### config.mk
export PLATFORM = sky130hd
export DESIGN_NAME = agc_threshold_yc_delay_regs
export DESIGN_NICKNAME = d
export VERILOG_FILES = /design/src/agc_pkg.sv /design/src/agc_threshold_yc_delay_regs.sv
export VERILOG_INCLUDE_DIRS = /design/src /design/src/src
export SDC_FILE = /design/constraint.sdc
export NUM_CORES = 1
export LEC_CHECK = 0
export BUFFER_PORTS_ARGS = -buffer_cell sky130_fd_sc_hd__buf_2
export CAP_MARGIN = 10
export CORE_MARGIN = 2
export CORE_UTILIZATION = 58
export DETAILED_ROUTE_END_ITERATION = 8
export PLACE_DENSITY = 0.85
export SLEW_MARGIN = 25
export SYNTH_ARGS = -nofsm -noshare
export SYNTH_HDL_FRONTEND = slang
export SYNTH_SLANG_ARGS = --single-unit
### constraint.sdc
create_clock -name clk_sys -period 4.6 [get_ports clk_sys]
set_clock_uncertainty 0.15 [all_clocks]
set_input_delay 0.46 -clock clk_sys [delete_from_list [all_inputs] [get_ports clk_sys]]
set_output_delay 0.46 -clock clk_sys [all_outputs]
set_load 0.005 [all_outputs]
### src/agc_defines.svh
// Offsets, reset values, field positions and threshold constants of the AGC/Y-C delay bank.
`ifndef AGC_DEFINES_SVH
`define AGC_DEFINES_SVH
`define AGC_OFS_RSVD_A 8'h13
`define AGC_OFS_RSVD_B 8'h14
`define AGC_OFS_DELAY 8'h15
`define AGC_OFS_THRESH 8'h16
`define AGC_RST_RSVD_A 8'h00
`define AGC_RST_RSVD_B 8'h00
`define AGC_RST_DELAY 8'h10
`define AGC_RST_THRESH 8'h7A
`define AGC_DELAY_LSB 0
`define AGC_DELAY_MSB 3
`define AGC_LINES_LSB 6
`define AGC_POINTS_LSB 4
`define AGC_LOW_LSB 2
`define AGC_SAT_LSB 0
`define AGC_SAT_CNT_BASE 7'h01
`define AGC_LOW_BASE 10'h304
`define AGC_LUMA_SAT_BASE 10'h327
`define AGC_ADC_FULL_SCALE 10'h3FF
`define AGC_DELAY_DEPTH 8
`endif

### src/agc_pkg.sv
// Types shared by the AGC threshold and Y/C delay register bank.
package agc_pkg;
    typedef logic [7:0] agc_byte_t;

    // One video sample as it leaves the front end.
    typedef struct packed {
        logic valid;
        logic [9:0] luma;
        logic [7:0] chroma;
    } agc_sample_s;

    // Host write or read request to the configuration bank.
    typedef struct packed {
        logic wr_en;
        logic rd_en;
        logic [7:0] addr;
        logic [7:0] wdata;
    } agc_req_s;

    // Thresholds derived from the configuration.
    typedef struct packed {
        logic [6:0] sat_count;
        logic [9:0] low_level;
        logic [9:0] sat_level;
    } agc_thresh_s;
endpackage : agc_pkg

### src/agc_threshold_yc_delay_regs.sv
// Configuration bank for the AGC thresholds and the luma versus chroma delay, with their logic.
`timescale 1ns/1ps
`include "agc_defines.svh"

////////////////////////////////////////////////////////////////////////////////
module agc_threshold_yc_delay_regs (
    // Clock and reset.
    input wire logic clk_sys,
    input wire logic rst,
    // Register access from the control interface.
    input wire agc_pkg::agc_req_s req,
    output logic [7:0] rd_data,
    output logic rd_valid,
    // Video samples in, one per quarter subcarrier period, and field marker.
    input wire agc_pkg::agc_sample_s sample_in,
    input wire logic field_start,
    // Aligned samples out.
    output agc_pkg::agc_sample_s sample_out,
    // Gain control requests and current thresholds.
    output logic gain_dec,
    output logic gain_inc,
    output agc_pkg::agc_thresh_s thresh,
    output logic [6:0] sat_seen
);
    import agc_pkg::*;

    ////////////////////////////////////////////////////////////////////////////
    // Threshold formulas, kept as functions since the low and saturation levels share one of them.
    function automatic logic [6:0] sat_count_of(input logic [7:0] r);
        sat_count_of = `AGC_SAT_CNT_BASE + {3'h0, r[`AGC_POINTS_LSB +: 2], 2'h0}
            + {1'h0, r[`AGC_LINES_LSB +: 2], 4'h0};
    endfunction : sat_count_of

    function automatic logic [9:0] level_of(input logic [9:0] base, input logic [1:0] f);
        level_of = base + {5'h00, f, 3'h0};
    endfunction : level_of

    ////////////////////////////////////////////////////////////////////////////
    // Register file.
    agc_byte_t rsvd_a_q, rsvd_a_d;
    agc_byte_t rsvd_b_q, rsvd_b_d;
    agc_byte_t delay_q, delay_d;
    agc_byte_t thr_q, thr_d;
    logic [7:0] rd_data_d;
    logic rd_valid_d;

    // Writes land on the next edge; reserved bits are stored as written so a
    // readback shows whether the host kept them at their required values.
    always_comb begin
        rsvd_a_d = rsvd_a_q;
        rsvd_b_d = rsvd_b_q;
        delay_d = delay_q;
        thr_d = thr_q;
        if (req.wr_en) begin
            case (req.addr)
                `AGC_OFS_RSVD_A: rsvd_a_d = req.wdata;
                `AGC_OFS_RSVD_B: rsvd_b_d = req.wdata;
                `AGC_OFS_DELAY: delay_d = req.wdata;
                `AGC_OFS_THRESH: thr_d = req.wdata;
                default: ;
            endcase
        end
    end

    // Reads answer one cycle later; unmapped offsets read as zero.
    always_comb begin
        rd_valid_d = req.rd_en;
        rd_data_d = 8'h00;
        if (req.rd_en) begin
            case (req.addr)
                `AGC_OFS_RSVD_A: rd_data_d = rsvd_a_q;
                `AGC_OFS_RSVD_B: rd_data_d = rsvd_b_q;
                `AGC_OFS_DELAY: rd_data_d = delay_q;
                `AGC_OFS_THRESH: rd_data_d = thr_q;
                default: rd_data_d = 8'h00;
            endcase
        end
    end

    // Register stage of the bank.
    always_ff @(posedge clk_sys) begin
        if (rst) begin
            rsvd_a_q <= `AGC_RST_RSVD_A;
            rsvd_b_q <= `AGC_RST_RSVD_B;
            delay_q <= `AGC_RST_DELAY;
            thr_q <= `AGC_RST_THRESH;
            rd_data <= 8'h00;
            rd_valid <= 1'b0;
        end else begin
            rsvd_a_q <= rsvd_a_d;
            rsvd_b_q <= rsvd_b_d;
            delay_q <= delay_d;
            thr_q <= thr_d;
            rd_data <= rd_data_d;
            rd_valid <= rd_valid_d;
        end
    end

    ////////////////////////////////////////////////////////////////////////////
    // Luma versus chroma delay. Both paths keep a short history; the path that
    // must lag taps it, the other taps the newest entry so latency stays even.
    logic [9:0] luma_hist_q [0:`AGC_DELAY_DEPTH];
    logic [7:0] chroma_hist_q [0:`AGC_DELAY_DEPTH];
    logic signed [3:0] shift;
    logic [3:0] luma_tap, chroma_tap;
    agc_sample_s sample_d;

    // Negative codes make the luma lead, so the chroma is the one held back.
    always_comb begin
        shift = $signed(delay_q[`AGC_DELAY_MSB:`AGC_DELAY_LSB]);
        luma_tap = shift[3] ? 4'h0 : shift;
        chroma_tap = shift[3] ? 4'(-shift) : 4'h0;
        sample_d.valid = sample_in.valid;
        sample_d.luma = luma_hist_q[luma_tap];
        sample_d.chroma = chroma_hist_q[chroma_tap];
    end

    // History shifts only on valid samples, one quarter subcarrier apart.
    always_ff @(posedge clk_sys) begin
        if (rst) begin
            for (int i = 0; i <= `AGC_DELAY_DEPTH; i++) begin
                luma_hist_q[i] <= 10'h000;
                chroma_hist_q[i] <= 8'h00;
            end
            sample_out <= '0;
        end else begin
            if (sample_in.valid) begin
                luma_hist_q[0] <= sample_in.luma;
                chroma_hist_q[0] <= sample_in.chroma;
                for (int i = 1; i <= `AGC_DELAY_DEPTH; i++) begin
                    luma_hist_q[i] <= luma_hist_q[i-1];
                    chroma_hist_q[i] <= chroma_hist_q[i-1];
                end
            end
            sample_out <= sample_d;
        end
    end

    ////////////////////////////////////////////////////////////////////////////
    // Gain control decisions.
    agc_thresh_s thr_now;
    logic [6:0] cnt_q, cnt_d;
    logic quiet_q, quiet_d;
    logic dec_d, inc_d, full_scale;

    // Counter saturates at its threshold so one field asks for one decrease
    // from counting; the level compare may ask again on any sample.
    always_comb begin
        thr_now.sat_count = sat_count_of(thr_q);
        thr_now.low_level = level_of(`AGC_LOW_BASE, thr_q[`AGC_LOW_LSB +: 2]);
        thr_now.sat_level = level_of(`AGC_LUMA_SAT_BASE, thr_q[`AGC_SAT_LSB +: 2]);
        full_scale = sample_in.valid && (sample_in.luma == `AGC_ADC_FULL_SCALE);
        cnt_d = cnt_q;
        quiet_d = quiet_q;
        dec_d = 1'b0;
        inc_d = 1'b0;
        if (field_start) begin
            inc_d = quiet_q;
            cnt_d = 7'h00;
            quiet_d = 1'b1;
        end
        if (sample_in.valid) begin
            if (sample_in.luma >= thr_now.low_level) begin
                quiet_d = 1'b0;
            end
            if (sample_in.luma > thr_now.sat_level) begin
                dec_d = 1'b1;
            end
            if (full_scale && (cnt_d < thr_now.sat_count)) begin
                cnt_d = cnt_d + 7'h01;
                if (cnt_d == thr_now.sat_count) begin
                    dec_d = 1'b1;
                end
            end
        end
        if (dec_d) begin
            inc_d = 1'b0;
        end
    end

    // Gain requests and state registers.
    always_ff @(posedge clk_sys) begin
        if (rst) begin
            cnt_q <= 7'h00;
            quiet_q <= 1'b0;
            gain_dec <= 1'b0;
            gain_inc <= 1'b0;
            thresh <= '0;
            sat_seen <= 7'h00;
        end else begin
            cnt_q <= cnt_d;
            quiet_q <= quiet_d;
            gain_dec <= dec_d;
            gain_inc <= inc_d;
            thresh <= thr_now;
            sat_seen <= cnt_d;
        end
    end
endmodule : agc_threshold_yc_delay_regs

### Yosys cells after proc, flatten, opt, wreduce, memory -nomap -nowiden

Memories as Yosys holds them, arrays and structs flattened. A register that Yosys moved wholly into a read port is not among the register bits.
Cells that the tools add are included.

| storage, ports and cells | value |
|---|---|
| flip-flop bits (word level) | 79 |
| bits in writable memories | 162 |
| input bits | 40 |
| output and inout bits | 64 |
| logic and storage cells | 95 |
| memories kept | 2 |

| cells by class | value |
|---|---|
| add/sub/neg operators | 6 |
| $lt $le $gt $ge | 3 |
| eq/ne operators | 6 |
| multiplexer cells | 36 |
| bitwise gates (word level) | 20 |
| reduce and logical (&&, ||, !) cells | 8 |

Memories:

| name | depth | bits a word | rd ports | clocked after memory_dff | write ports | line | text |
|---|---|---|---|---|---|---|---|
| luma_hist_q | 9 | 10 | 9 | 1 | 9 | agc_threshold_yc_delay_regs.sv:102 | `` logic [9:0] luma_hist_q [0:`AGC_DELAY_DEPTH]; `` |
| chroma_hist_q | 9 | 8 | 9 | 1 | 9 | agc_threshold_yc_delay_regs.sv:103 | `` logic [7:0] chroma_hist_q [0:`AGC_DELAY_DEPTH]; `` |

Operators by type and width:

| cell | count |
|---|---|
| $mux 10 | 9 |
| $mux 8 | 9 |
| $eq 8x5->1 const B | 4 |
| $pmux 8 s4 | 1 |
| $mux 7 | 3 |
| $add 9x6->10 const A | 2 |
| $or 1x1->1 | 18 |
| $mux 1 | 12 |
| $eq 10x10->1 const B | 1 |
| $ge 10x10->1 | 1 |
| $gt 10x10->1 | 1 |
| $reduce_and 2->1 | 4 |
| $add 5x6->7 | 1 |
| $add 7x1->7 const B | 1 |
| $eq 7x7->1 | 1 |
| $lt 7x7->1 | 1 |
| $add 1x4->5 const A | 1 |
| $mux 4 | 1 |
| $neg 4->4 | 1 |
| $mux 3 | 1 |
| $reduce_or 3->1 | 1 |
| $logic_and 1x1->1 | 2 |
| $not 1->1 | 2 |
| $reduce_or 2->1 | 1 |

### Depth between registers and ports, before layout

Gate-level depths: netlist (run 1).

| depth | value |
|---|---|
| depth in word-level cells | 7 |
| depth in mapped cells | 11 |
| depth with buffers taken out | 8 |

### Least setup slack after synthesis (run 1)

OpenSTA, ideal clock, no wires.

| timing path | value |
|---|---|
| path kind | input -> register |
| from | input port rst |
| to | memory chroma_hist_q[0][0] (enable) |
| library setup time | 0.448 ns |
| data arrival time | 2.426 ns |
| data required time | 4.002 ns |
| path slack | 1.576 ns |
| stages on the path | 2 |
| buffers on the path | 1 |
| cells stage by stage | buf_6 or2_2 |

RTL lines:

| what | line | text |
|---|---|---|
| from (decl) | agc_threshold_yc_delay_regs.sv:9 | `input wire logic rst,` |
| to (decl) | agc_threshold_yc_delay_regs.sv:103 |  |

### Worst setup path after layout (run 1)

| timing path | value |
|---|---|
| from | register delay_q[2] |
| to | register, netlist name sample_out[1] |

| between the ends | value |
|---|---|
| longest elaborated chain between the ends | 2 |

Ends and longest elaborated chain:

| what | line | text |
|---|---|---|
| from (decl) | agc_threshold_yc_delay_regs.sv:42 | `agc_byte_t delay_q, delay_d;` |
| from (signal assigned) | agc_threshold_yc_delay_regs.sv:85 | `` delay_q <= `AGC_RST_DELAY; `` |
| from (signal assigned) | agc_threshold_yc_delay_regs.sv:92 | `delay_q <= delay_d;` |
| $neg 4->4 | agc_threshold_yc_delay_regs.sv:112 | `chroma_tap = shift[3] ? 4'(-shift) : 4'h0;` |
| $mux 4 | agc_threshold_yc_delay_regs.sv:112 |  |

No other way between the ends.
A chain may end at the register's enable or synchronous reset.

==> out/metrics.cfg, run 1 <==
[status]
run_status = finished, final reports clean

[sta]
finalSetupTns_ns = 0
finalCritPeriodShare = 0.597
worst_pin_slew_ns = 0.845
fin_crit_ns = 2.74
drv_slew = 0
setup_violations = 0
rsz0062_at_grt = no
slew_headroom = 0.435
clock.fmax_mhz = 364
finalHoldViolations = 0

[synthesis]
synth.distinct_cells = 57
yosysTopAreaCellShare = 0.450
yosysSeqAreaShare = 0.606
synthMostInstantiatedCell = and2_1
postSynthAreaPerCell_um2 = 11.7
synth_edf_count = 152
synth-seq-cells = 231
synth.top_cells.by_area = edfxtp_1, dfxtp_1, and2_1, mux2i_1, clkbuf_1
synthTopCellsByCount = and2_1, edfxtp_1, dfxtp_1, clkbuf_1, nand2_1
syn_inst = 864
ys.flop_type = edfxtp_1
ys_warn_count = 0
synth_top_cell_by_area = edfxtp_1
synthArstFlopShare = 0
synth_area_um2 = 10100

[power_and_ir_drop]
power.density_nw_per_um2 = 390
ir_drop_mv = 0.355
p_leak_nw = 4.60
p_total_mw = 4.44

[worst_setup_path]
end_kind = register
cp.arrival_ns = 3.00
critical_path_buf_inv_count = 1
crit_path_frequent_cell = o21ai_0
path_cells = xor2_2, buf_4, o221ai_1, o21ai_0, o22ai_1, o21ai_0
critPathRequiredTime_ns = 4.86
start_kind = register
reg2reg_slack_ns = 1.86
r2r-end = sample_out[1]
r2r-start = delay_q[2]
worstSetupPathType = reg2reg
slowest_delay_ns = 0.82
reg2reg_depth = 6
worst-path-max-fanout = 17
cpLargestDelayFamily = flip-flops
slowest_stage = dfxtp_1

[min_path]
worstHoldPathType = in2reg
hold_depth = 2
holdPathEnd = gain_inc
hp-start = sample_in[18]

[route]
vias_per_cell = 5.87
wl_per_cell_um = 17.9
antenna_left = 0
drt_first_pass_iters = 5
drt_iter0_markers = 654
wirelength_mm = 20.8
vias = 6832
drc_errors = 0

[place]
portBuffers = 94
gp_congestion = 0.907
dpl.hpwl_mm = 12.5

[floorplan]
core_um2 = 17200
initial_core_util = 0.590
dieArea_um2 = 18500
ios = 104
die_w_um = 136
fp.dieH_um = 136
num_rows = 48

[clock_network]
clock_sinks = 231
cts_buffer_depth = 3
clock_latency_ns = 0.51
htreeDepth = 1
cts_made_buffers = 24
cts_resized = 0
cts_tree = done
clk_pin_slew_worst_paths_ns = 0.06
post_cts_buffers = 0
cts_hold_buf = 0
root_buffer = clkbuf_16

[flow_run]
cap_violations = 0

[cells_and_area]
layout-drive-gt1-share = 0.164
area_growth_pct = 12.5
fill_cells = 1270
final_nets = 970
diodes = 0

[global_routing]
grt_util_all_layers = 0.227
antenna_found_initial = 0
grt_max_degree = 155
grt_overflow_total = 0
grt_pass1_wl_mm = 33.9
grt_pass1_vias = 6599

-- registers in the layout, summed over array words and instances, names as in the netlist --
name / flops
gain_dec: 1
gain_inc: 1
rsvd_b_q: 8
thresh: 9
quiet_q: 1
sample_out: 19
luma_hist_q: 80
rd_valid: 1
thr_q: 8
delay_q: 8
chroma_hist_q: 72
rsvd_a_q: 8
cnt_q: 7
rd_data: 8
-- cell type report --
cell class	instances	area, um2	area share
Clock buffer	30	633	0.0555
Clock inverter	14	124	0.0109
Inverter	13	48.8	0.00428
Multi-Input combinational cell	548	3610	0.317
Sequential cell	231	6150	0.539
Tap cell	225	282	0.0247
Timing Repair Buffer	103	554	0.0486
-- metal layers --
metal | up-vias | track usage | part of all wire
met2 | 279 | 0.349 | 0.46
li1 | 3220 | - | -
met1 | 3308 | 0.342 | 0.46
met5 | - | 0 | 0
met4 | 0 | 0.0637 | 0.013
met3 | 25 | 0.0283 | 0.065
-- where the power goes --
part	internal (mW)	total, mW	switching, mW
combinational	0.0877	0.213	0.125
clock	1.09	1.86	0.773
sequential	2.32	2.37	0.0507
-- cells by family after synthesis --
logic type	synth area share
AO/OA/AOI/OAI	0.118
adder cells (fa/ha/maj)	0.0111
XOR/XNOR	0.00173
buffers and inverters	0.0430
multiplexers	0.0526
flip-flops	0.606
other	0.000370
AND/OR/NAND/NOR	0.167
-- stage by stage --
step	std cells	hold slack, ns	area, um2	util	worst slack, ns
2_1_floorplan	872	0.268	10200	-	1.58
3_3_place_gp	1120	0.301	10600	0.619	1.79
3_5_place_dp	1120	0.302	10600	0.619	1.69
4_1_cts	1164	0.0369	11400	0.663	1.88
5_1_grt	1164	0.0504	11400	0.664	1.75
6_report	1164	0.0521	11400	0.664	1.86
-- worst max path at each step --
stage	start	endpoint	depth (start not counted)
6_report	delay_q[2]	sample_out[1]	6
5_1_grt	delay_q[2]	sample_out[1]	6
4_1_cts	delay_q[2]	sample_out[1]	6
3_5_place_dp	req[15]	delay_q[7]	6
3_3_place_gp	req[15]	delay_q[4]	6
2_1_floorplan	rst	chroma_hist_q[0][0]	2
-- cell usage in the layout, fill, tap and decap left out, types with 3 or more instances in the layout --
cell,instances
and2_1,161
o22ai_1,15
o221ai_1,17
a22oi_1,18
nand4_1,5
o21ai_0,24
clkbuf_1,5
edfxtp_1,152
nor2_1,42
mux2i_1,42
clkinv_1,8
nor2b_1,9
inv_1,11
and3_1,3
a32oi_1,7
or4_1,3
dfxtp_1,78
a21oi_1,37
a211oi_1,8
nand3_1,13
o211ai_1,5
nand2_1,47
buf_4,7
or3_1,4
buf_2,94
conb_1,9
a22o_1,8
ha_1,9
clkbuf_16,24
nand2b_1,4
o211a_1,10
mux2_2,10
clkinv_2,5
a221oi_1,10
No activity file was read; power rests on OpenSTA's default activity.
==> run 2: changes to the inputs <==
--- a/config.mk
+++ b/config.mk
@@ -9,9 +9,9 @@
 export BUFFER_PORTS_ARGS = -buffer_cell sky130_fd_sc_hd__buf_2
 export CAP_MARGIN = 10
 export CORE_MARGIN = 2
-export CORE_UTILIZATION = 58
+export CORE_UTILIZATION = 53
 export DETAILED_ROUTE_END_ITERATION = 8
-export PLACE_DENSITY = 0.85
+export PLACE_DENSITY = 0.82
 export SLEW_MARGIN = 25
 export SYNTH_ARGS = -nofsm -noshare
 export SYNTH_HDL_FRONTEND = slang
==> constraint.sdc (replaced) <==
create_clock -name clk_sys -period 2.3 [get_ports clk_sys]
set_clock_uncertainty 0.15 [all_clocks]
set_input_delay 0.23 -clock clk_sys [delete_from_list [all_inputs] [get_ports clk_sys]]
set_output_delay 0.23 -clock clk_sys [all_outputs]
set_load 0.005 [all_outputs]
==> run 2 against run 1 <==
Maximum frequency up 20%. Sequential power up 100%. Hold slack better by 0.0028 ns. Worst setup slack worse by 1.8 ns. Critical path depth up 1. Die area up 9.2%. Cell area up 5.5%. Register-to-register slack worse by 1.8 ns. First-iteration DRC count up 17%. Flip-flop and latch count unchanged. Combinational power up 130%. Utilization down 2.1 points.
==> out/metrics.cfg, run 2 (synthesis results as in run 1) <==
[status]
run_status = finished, final reports clean

[sta]
finalSetupTns_ns = 0
setup_ws_ns = 0.0102
slew_headroom = 0.412
clock.fmax_mhz = 437
rsz0062_at_grt = yes
fin_crit_ns = 2.29
setup_violations = 0
worst_pin_slew_ns = 0.878
drv_slew = 0
finalHoldViolations = 0
finalCritPeriodShare = 0.996
whs_ns = 0.0548

[cells_and_area]
top_register = luma_hist_q
final_nets = 1029
seq_area_um2 = 6150
layout-drive-gt1-share = 0.196
area_growth_pct = 18.7
post-route-util = 0.643
multi_input_area_um2 = 3650
final_common_cell = and2_1
largest_register_ffs = 80
fill_cells = 1297
reg_top3 = luma_hist_q: 80 flops, chroma_hist_q: 72 flops, sample_out: 19 flops
final_cell_mix = and2_1, edfxtp_1, buf_2, dfxtp_1, nand2_1

[clock_network]
clock_sinks = 231
clk_pin_slew_worst_paths_ns = 0.06
htreeDepth = 1
cts_buffer_depth = 3
clock_latency_ns = 0.51
root_buffer = clkbuf_16
cts_made_buffers = 23
cts_tree = done

[route]
wirelength_mm = 22.4
drt_first_pass_iters = 5
antenna_left = 0
wl_per_cell_um = 18.2
vias_per_cell = 5.76
drt_iter0_markers = 768
vias = 7093
drc_errors = 0

[worst_setup_path]
critPathLaunch = cnt_q[4]
reg2reg_depth = 7
reg2reg_slack_ns = 0.01
slowest_delay_ns = 0.53
r2r-start = cnt_q[4]
start_kind = register
r2r-end = cnt_q[5]
worst-path-max-fanout = 8
cpLargestDelayFamily = simple AND/OR/NAND/NOR gates
critPathRequiredTime_ns = 2.59
end_kind = register
slowest_stage = or4_4
path_cells = nor2b_4, ha_4, a21oi_2, nor2b_1, or4_4, or4_1, a21boi_1
cp.arrival_ns = 2.58
worstSetupPathType = reg2reg
critical_path_buf_inv_count = 0

[place]
dpl.hpwl_mm = 13.1
dpl_worst_slack_ns = -0.0833
portBuffers = 94
gp_congestion = 0.832

[global_routing]
antenna_found_initial = 0
grt_max_degree = 155
grt_overflow_total = 0
grt_util_all_layers = 0.220
grt_pass1_vias = 6777
grt_pass1_wl_mm = 35.7

[power_and_ir_drop]
power.density_nw_per_um2 = 744
p_total_mw = 8.94
ir_drop_mv = 0.529
p_leak_nw = 4.90

[flow_run]
cap_violations = 0

[floorplan]
num_rows = 50
core_um2 = 18700
initial_core_util = 0.542
die_w_um = 142
fp.dieH_um = 142
dieArea_um2 = 20200
ios = 104

[min_path]
worstHoldPathType = in2reg
holdPathEnd = rd_data[4]
hold_depth = 5
hp-start = req[13]

run 2: power by group:
group | switching [mW] | leakage, nW | total [mW] | internal [mW]
sequential | 0.104 | 2.32 | 4.74 | 4.63
combinational | 0.265 | 2.21 | 0.491 | 0.226
clock | 1.56 | 0.372 | 3.72 | 2.16
total | 1.93 | 4.90 | 8.94 | 7.02
run 2: through the flow:
stage                     area, um2  cells
after floorplan               10200    872
after global placement        10900   1156
after detailed placement      10900   1156
after CTS                     12000   1230
after global routing          12000   1231
final                         12000   1232
run 2: how the worst max path moves through the flow:
stage	end	slack, ns	depth (start not counted)
after floorplan	sample_out[2]	0.02	11
after global placement	cnt_q[5]	-0.007	8
after detailed placement	cnt_q[5]	-0.08	8
after CTS	cnt_q[5]	0.003	7
after global routing	cnt_q[5]	-0.09	7
final	cnt_q[5]	0.01	7
run 2: cell type report:
type	count	share of cell area
sequential	231	0.511
multi-input combinational	548	0.304
timing repair buffer	163	0.0943
clock buffer	33	0.0563
tap	234	0.0243
clock inverter	9	0.00583
inverter	13	0.00406
antenna	1	0.000208
run 2: repair_timing:
| item | in CTS | in global routing |
|---|---|---|
| setup endpoints to repair | 3 | 4 |
| hold buffers | 32 | 0 |
| hold endpoints to repair | 64 | 0 |
| buffers inserted | 0 | 1 |
| cloned | 0 | 0 |
| gates resized for setup | 1 | 9 |
| pin swaps | 0 | 3 |
run 2: worst register-to-register path, cell delays in order, from the launching register on:
cell      delay, ns
dfxtp_2        0.33
nor2b_4        0.17
ha_4           0.21
a21oi_2        0.11
nor2b_1        0.06
or4_4          0.53
or4_1          0.54
a21boi_1       0.13
run 2: layer usage:
layer,share of wire,track usage,vias to the layer above
li1,-,-,3333
met1,0.42,0.303,3435
met2,0.49,0.361,287
met3,0.068,0.0340,38
met4,0.020,0.0674,0
met5,0,0,-
==> run 3: changes to the inputs <==
--- a/config.mk
+++ b/config.mk
@@ -6,9 +6,9 @@
 export SDC_FILE = /design/constraint.sdc
 export NUM_CORES = 1
 export LEC_CHECK = 0
+export ABC_AREA = 1
 export BUFFER_PORTS_ARGS = -buffer_cell sky130_fd_sc_hd__buf_2
 export CAP_MARGIN = 10
-export CORE_MARGIN = 2
 export CORE_UTILIZATION = 53
 export DETAILED_ROUTE_END_ITERATION = 8
 export PLACE_DENSITY = 0.82
==> run 3 against run 2 <==
Clock power shrank 2%. Via count rose by 11%. Synthesized cell count rose by 34%. Die area fell by 0.55%. Critical path type is now in2reg. Largest power group unchanged.
==> out/metrics.cfg, run 3 <==
[synthesis]
synthArstFlopShare = 0
yosysSeqAreaShare = 0.593
synth.distinct_cells = 37
ys.flop_type = edfxtp_1
synth_edf_count = 152
syn_inst = 1162
synth_area_um2 = 10400
synthTopCellsByCount = inv_1, nor2_1, edfxtp_1, nand2_1, o21ai_0
synth_top_cell_by_area = edfxtp_1
postSynthAreaPerCell_um2 = 8.92
synth-seq-cells = 231
synth.top_cells.by_area = edfxtp_1, dfxtp_1, inv_1, nor2_1, o21ai_0
yosysTopAreaCellShare = 0.440
ys_warn_count = 0

[cells_and_area]
multi_input_area_um2 = 3020
final_cell_mix = inv_1, nor2_1, edfxtp_1, nand2_1, o21ai_0
diodes = 0
layout.cells.non_filler = 1548
largest_register_ffs = 80
seq_area_um2 = 6150
top_register = luma_hist_q
area_growth_pct = 16.8
stdcell_area_um2 = 12100
reg_top3 = luma_hist_q: 80 flops, chroma_hist_q: 72 flops, sample_out: 19 flops
layout-drive-gt1-share = 0.130
final_nets = 1321
fill_cells = 1457

[worst_setup_path]
crit_path_frequent_cell = dlygate4sd3_1
cpLargestDelayFamily = buffers and inverters
slowest_stage = dlygate4sd3_1
worstSetupPathType = in2reg
cp.arrival_ns = 2.42
slowest_delay_ns = 0.57
end_kind = register
critPathRequiredTime_ns = 2.59
worst-path-max-fanout = 39
start_kind = primary input
critical_path_buf_inv_count = 5
path_cells = dlygate4sd3_1, buf_2, inv_1, buf_4, o21ai_0, a31oi_1, dlygate4sd3_1

[global_routing]
grt_pass1_wl_mm = 36.8
grt_pass1_vias = 7587
grt_max_degree = 61
grt_overflow_total = 0
antenna_found_initial = 0
grt_util_all_layers = 0.227

[sta]
finalCritPeriodShare = 0.928
rsz0062_at_grt = no
finalHoldViolations = 0
slew_headroom = 0.643
clock.fmax_mhz = 469
finalSetupTns_ns = 0
fin_crit_ns = 2.13
worst_pin_slew_ns = 0.535
drv_slew = 0
setup_violations = 0
whs_ns = 0.00923

[route]
vias = 7878
vias_per_cell = 5.09
wl_per_cell_um = 14.4
drt_iter0_markers = 767
antenna_left = 0
wirelength_mm = 22.3
drc_errors = 0
drt_first_pass_iters = 5

[power_and_ir_drop]
power.density_nw_per_um2 = 737
ir_drop_mv = 0.585
swShare = 0.217
clkPwrFrac = 0.408
power.net_switching_mw = 1.94
p_int_mw = 6.99
seq_power_share = 0.527
combPwrFrac = 0.065
p_leak_nw = 5.31

[place]
portBuffers = 94
dpl.hpwl_mm = 13.7
placed_cell_area_um2 = 11000
gp_congestion = 0.894
dp.cells = 1474

[floorplan]
initial_core_util = 0.547
dieArea_um2 = 20100
fp.dieH_um = 142
num_rows = 50
ios = 104
core_um2 = 19000
die_w_um = 142

[clock_network]
root_buffer = clkbuf_16
cts_made_buffers = 23
cts_hold_buf = 33
clock_sinks = 231
post_cts_buffers = 0
clock_latency_ns = 0.50
cts_resized = 0
cts_buffer_depth = 3
htreeDepth = 1
cts_tree = done
clk_pin_slew_worst_paths_ns = 0.06

[status]
run_status = finished, final reports clean

[min_path]
worstHoldPathType = in2reg

[flow_run]
cap_violations = 0

[run 3: changes by cell type in the layout (fill, tap and decap cells not counted), moves of 18 or more]
cell	change
a22oi_1	-18
inv_1	+200
o21ai_0	+72
and2_1	-160
nand3_1	+39
nor2_1	+169
nand2_1	+75
a21oi_1	+45
mux2i_1	-42
[run 3: worst paths after layout]
check | startpoint | endpoint | slack [ns] | depth (start not counted)
worst min-delay path | req[16] | rd_valid | 0.009 | 3
worst max-delay path | rst | quiet_q | 0.17 | 7
worst max register to register | delay_q[0] | sample_out[3] | 0.23 | 10
worst min register to register | rsvd_b_q[4] | rsvd_b_q[4] | 0.30 | 2
[run 3: cell type report]
class	count	share of cell area
Tap cell	260	0.0269
Inverter	218	0.0679
Clock buffer	35	0.0557
Multi-Input combinational cell	648	0.250
Sequential cell	231	0.507
Timing Repair Buffer	150	0.0876
Clock inverter	6	0.00475
[run 3: power by group through the flow]
stage               clock network [mW]  logic [mW]  registers, mW
detailed placement                   0       0.522           4.79
global route                      3.84       0.652           4.73
global placement                     0       0.508           4.79
finish                            3.64       0.576           4.71
CTS                               3.67       0.572           4.71
floorplan                            0       0.343           4.78
[run 3: cells by family (layout without fill, tap and decap cells)]
| logic type | count (synthesis) | count (layout) | share of synthesized area |
|---|---|---|---|
| simple gates | 416 | 416 | 0.166 |
| buf+inv | 291 | 409 | 0.120 |
| flops | 231 | 231 | 0.593 |
| compound gates | 211 | 211 | 0.107 |
| fa+ha+maj | 9 | 9 | 0.0109 |
| xor+xnor | 3 | 3 | 0.00253 |
| other cells | 1 | 9 | 0.000362 |
[run 3: worst reg2reg max path: cells and delay by family (launching register included)]
kind,cells,cell delay (ns)
AO/OA/AOI/OAI,2,0.38
AND/OR/NAND/NOR,4,0.28
buffers and inverters,3,0.57
adder cells (fa/ha/maj),1,0.29
flip-flops,1,0.37
[run 3: metrics by stage]
step,util,setup WS [ns],total power [mW]
finish,0.639,0.166,8.93
global route,0.639,0.00134,9.23
CTS,0.639,0.224,8.95
detailed placement,0.583,0.261,5.32
global placement,0.583,0.329,5.30
floorplan,-,0.255,5.12
[run 3: routing by layer]
metal	vias to the layer above	GRT usage	wire length [um]
met5	-	0	0
met2	323	0.364	10400
met4	0	0.0696	403
met1	3596	0.315	9660
li1	3921	-	-
met3	38	0.0402	1780
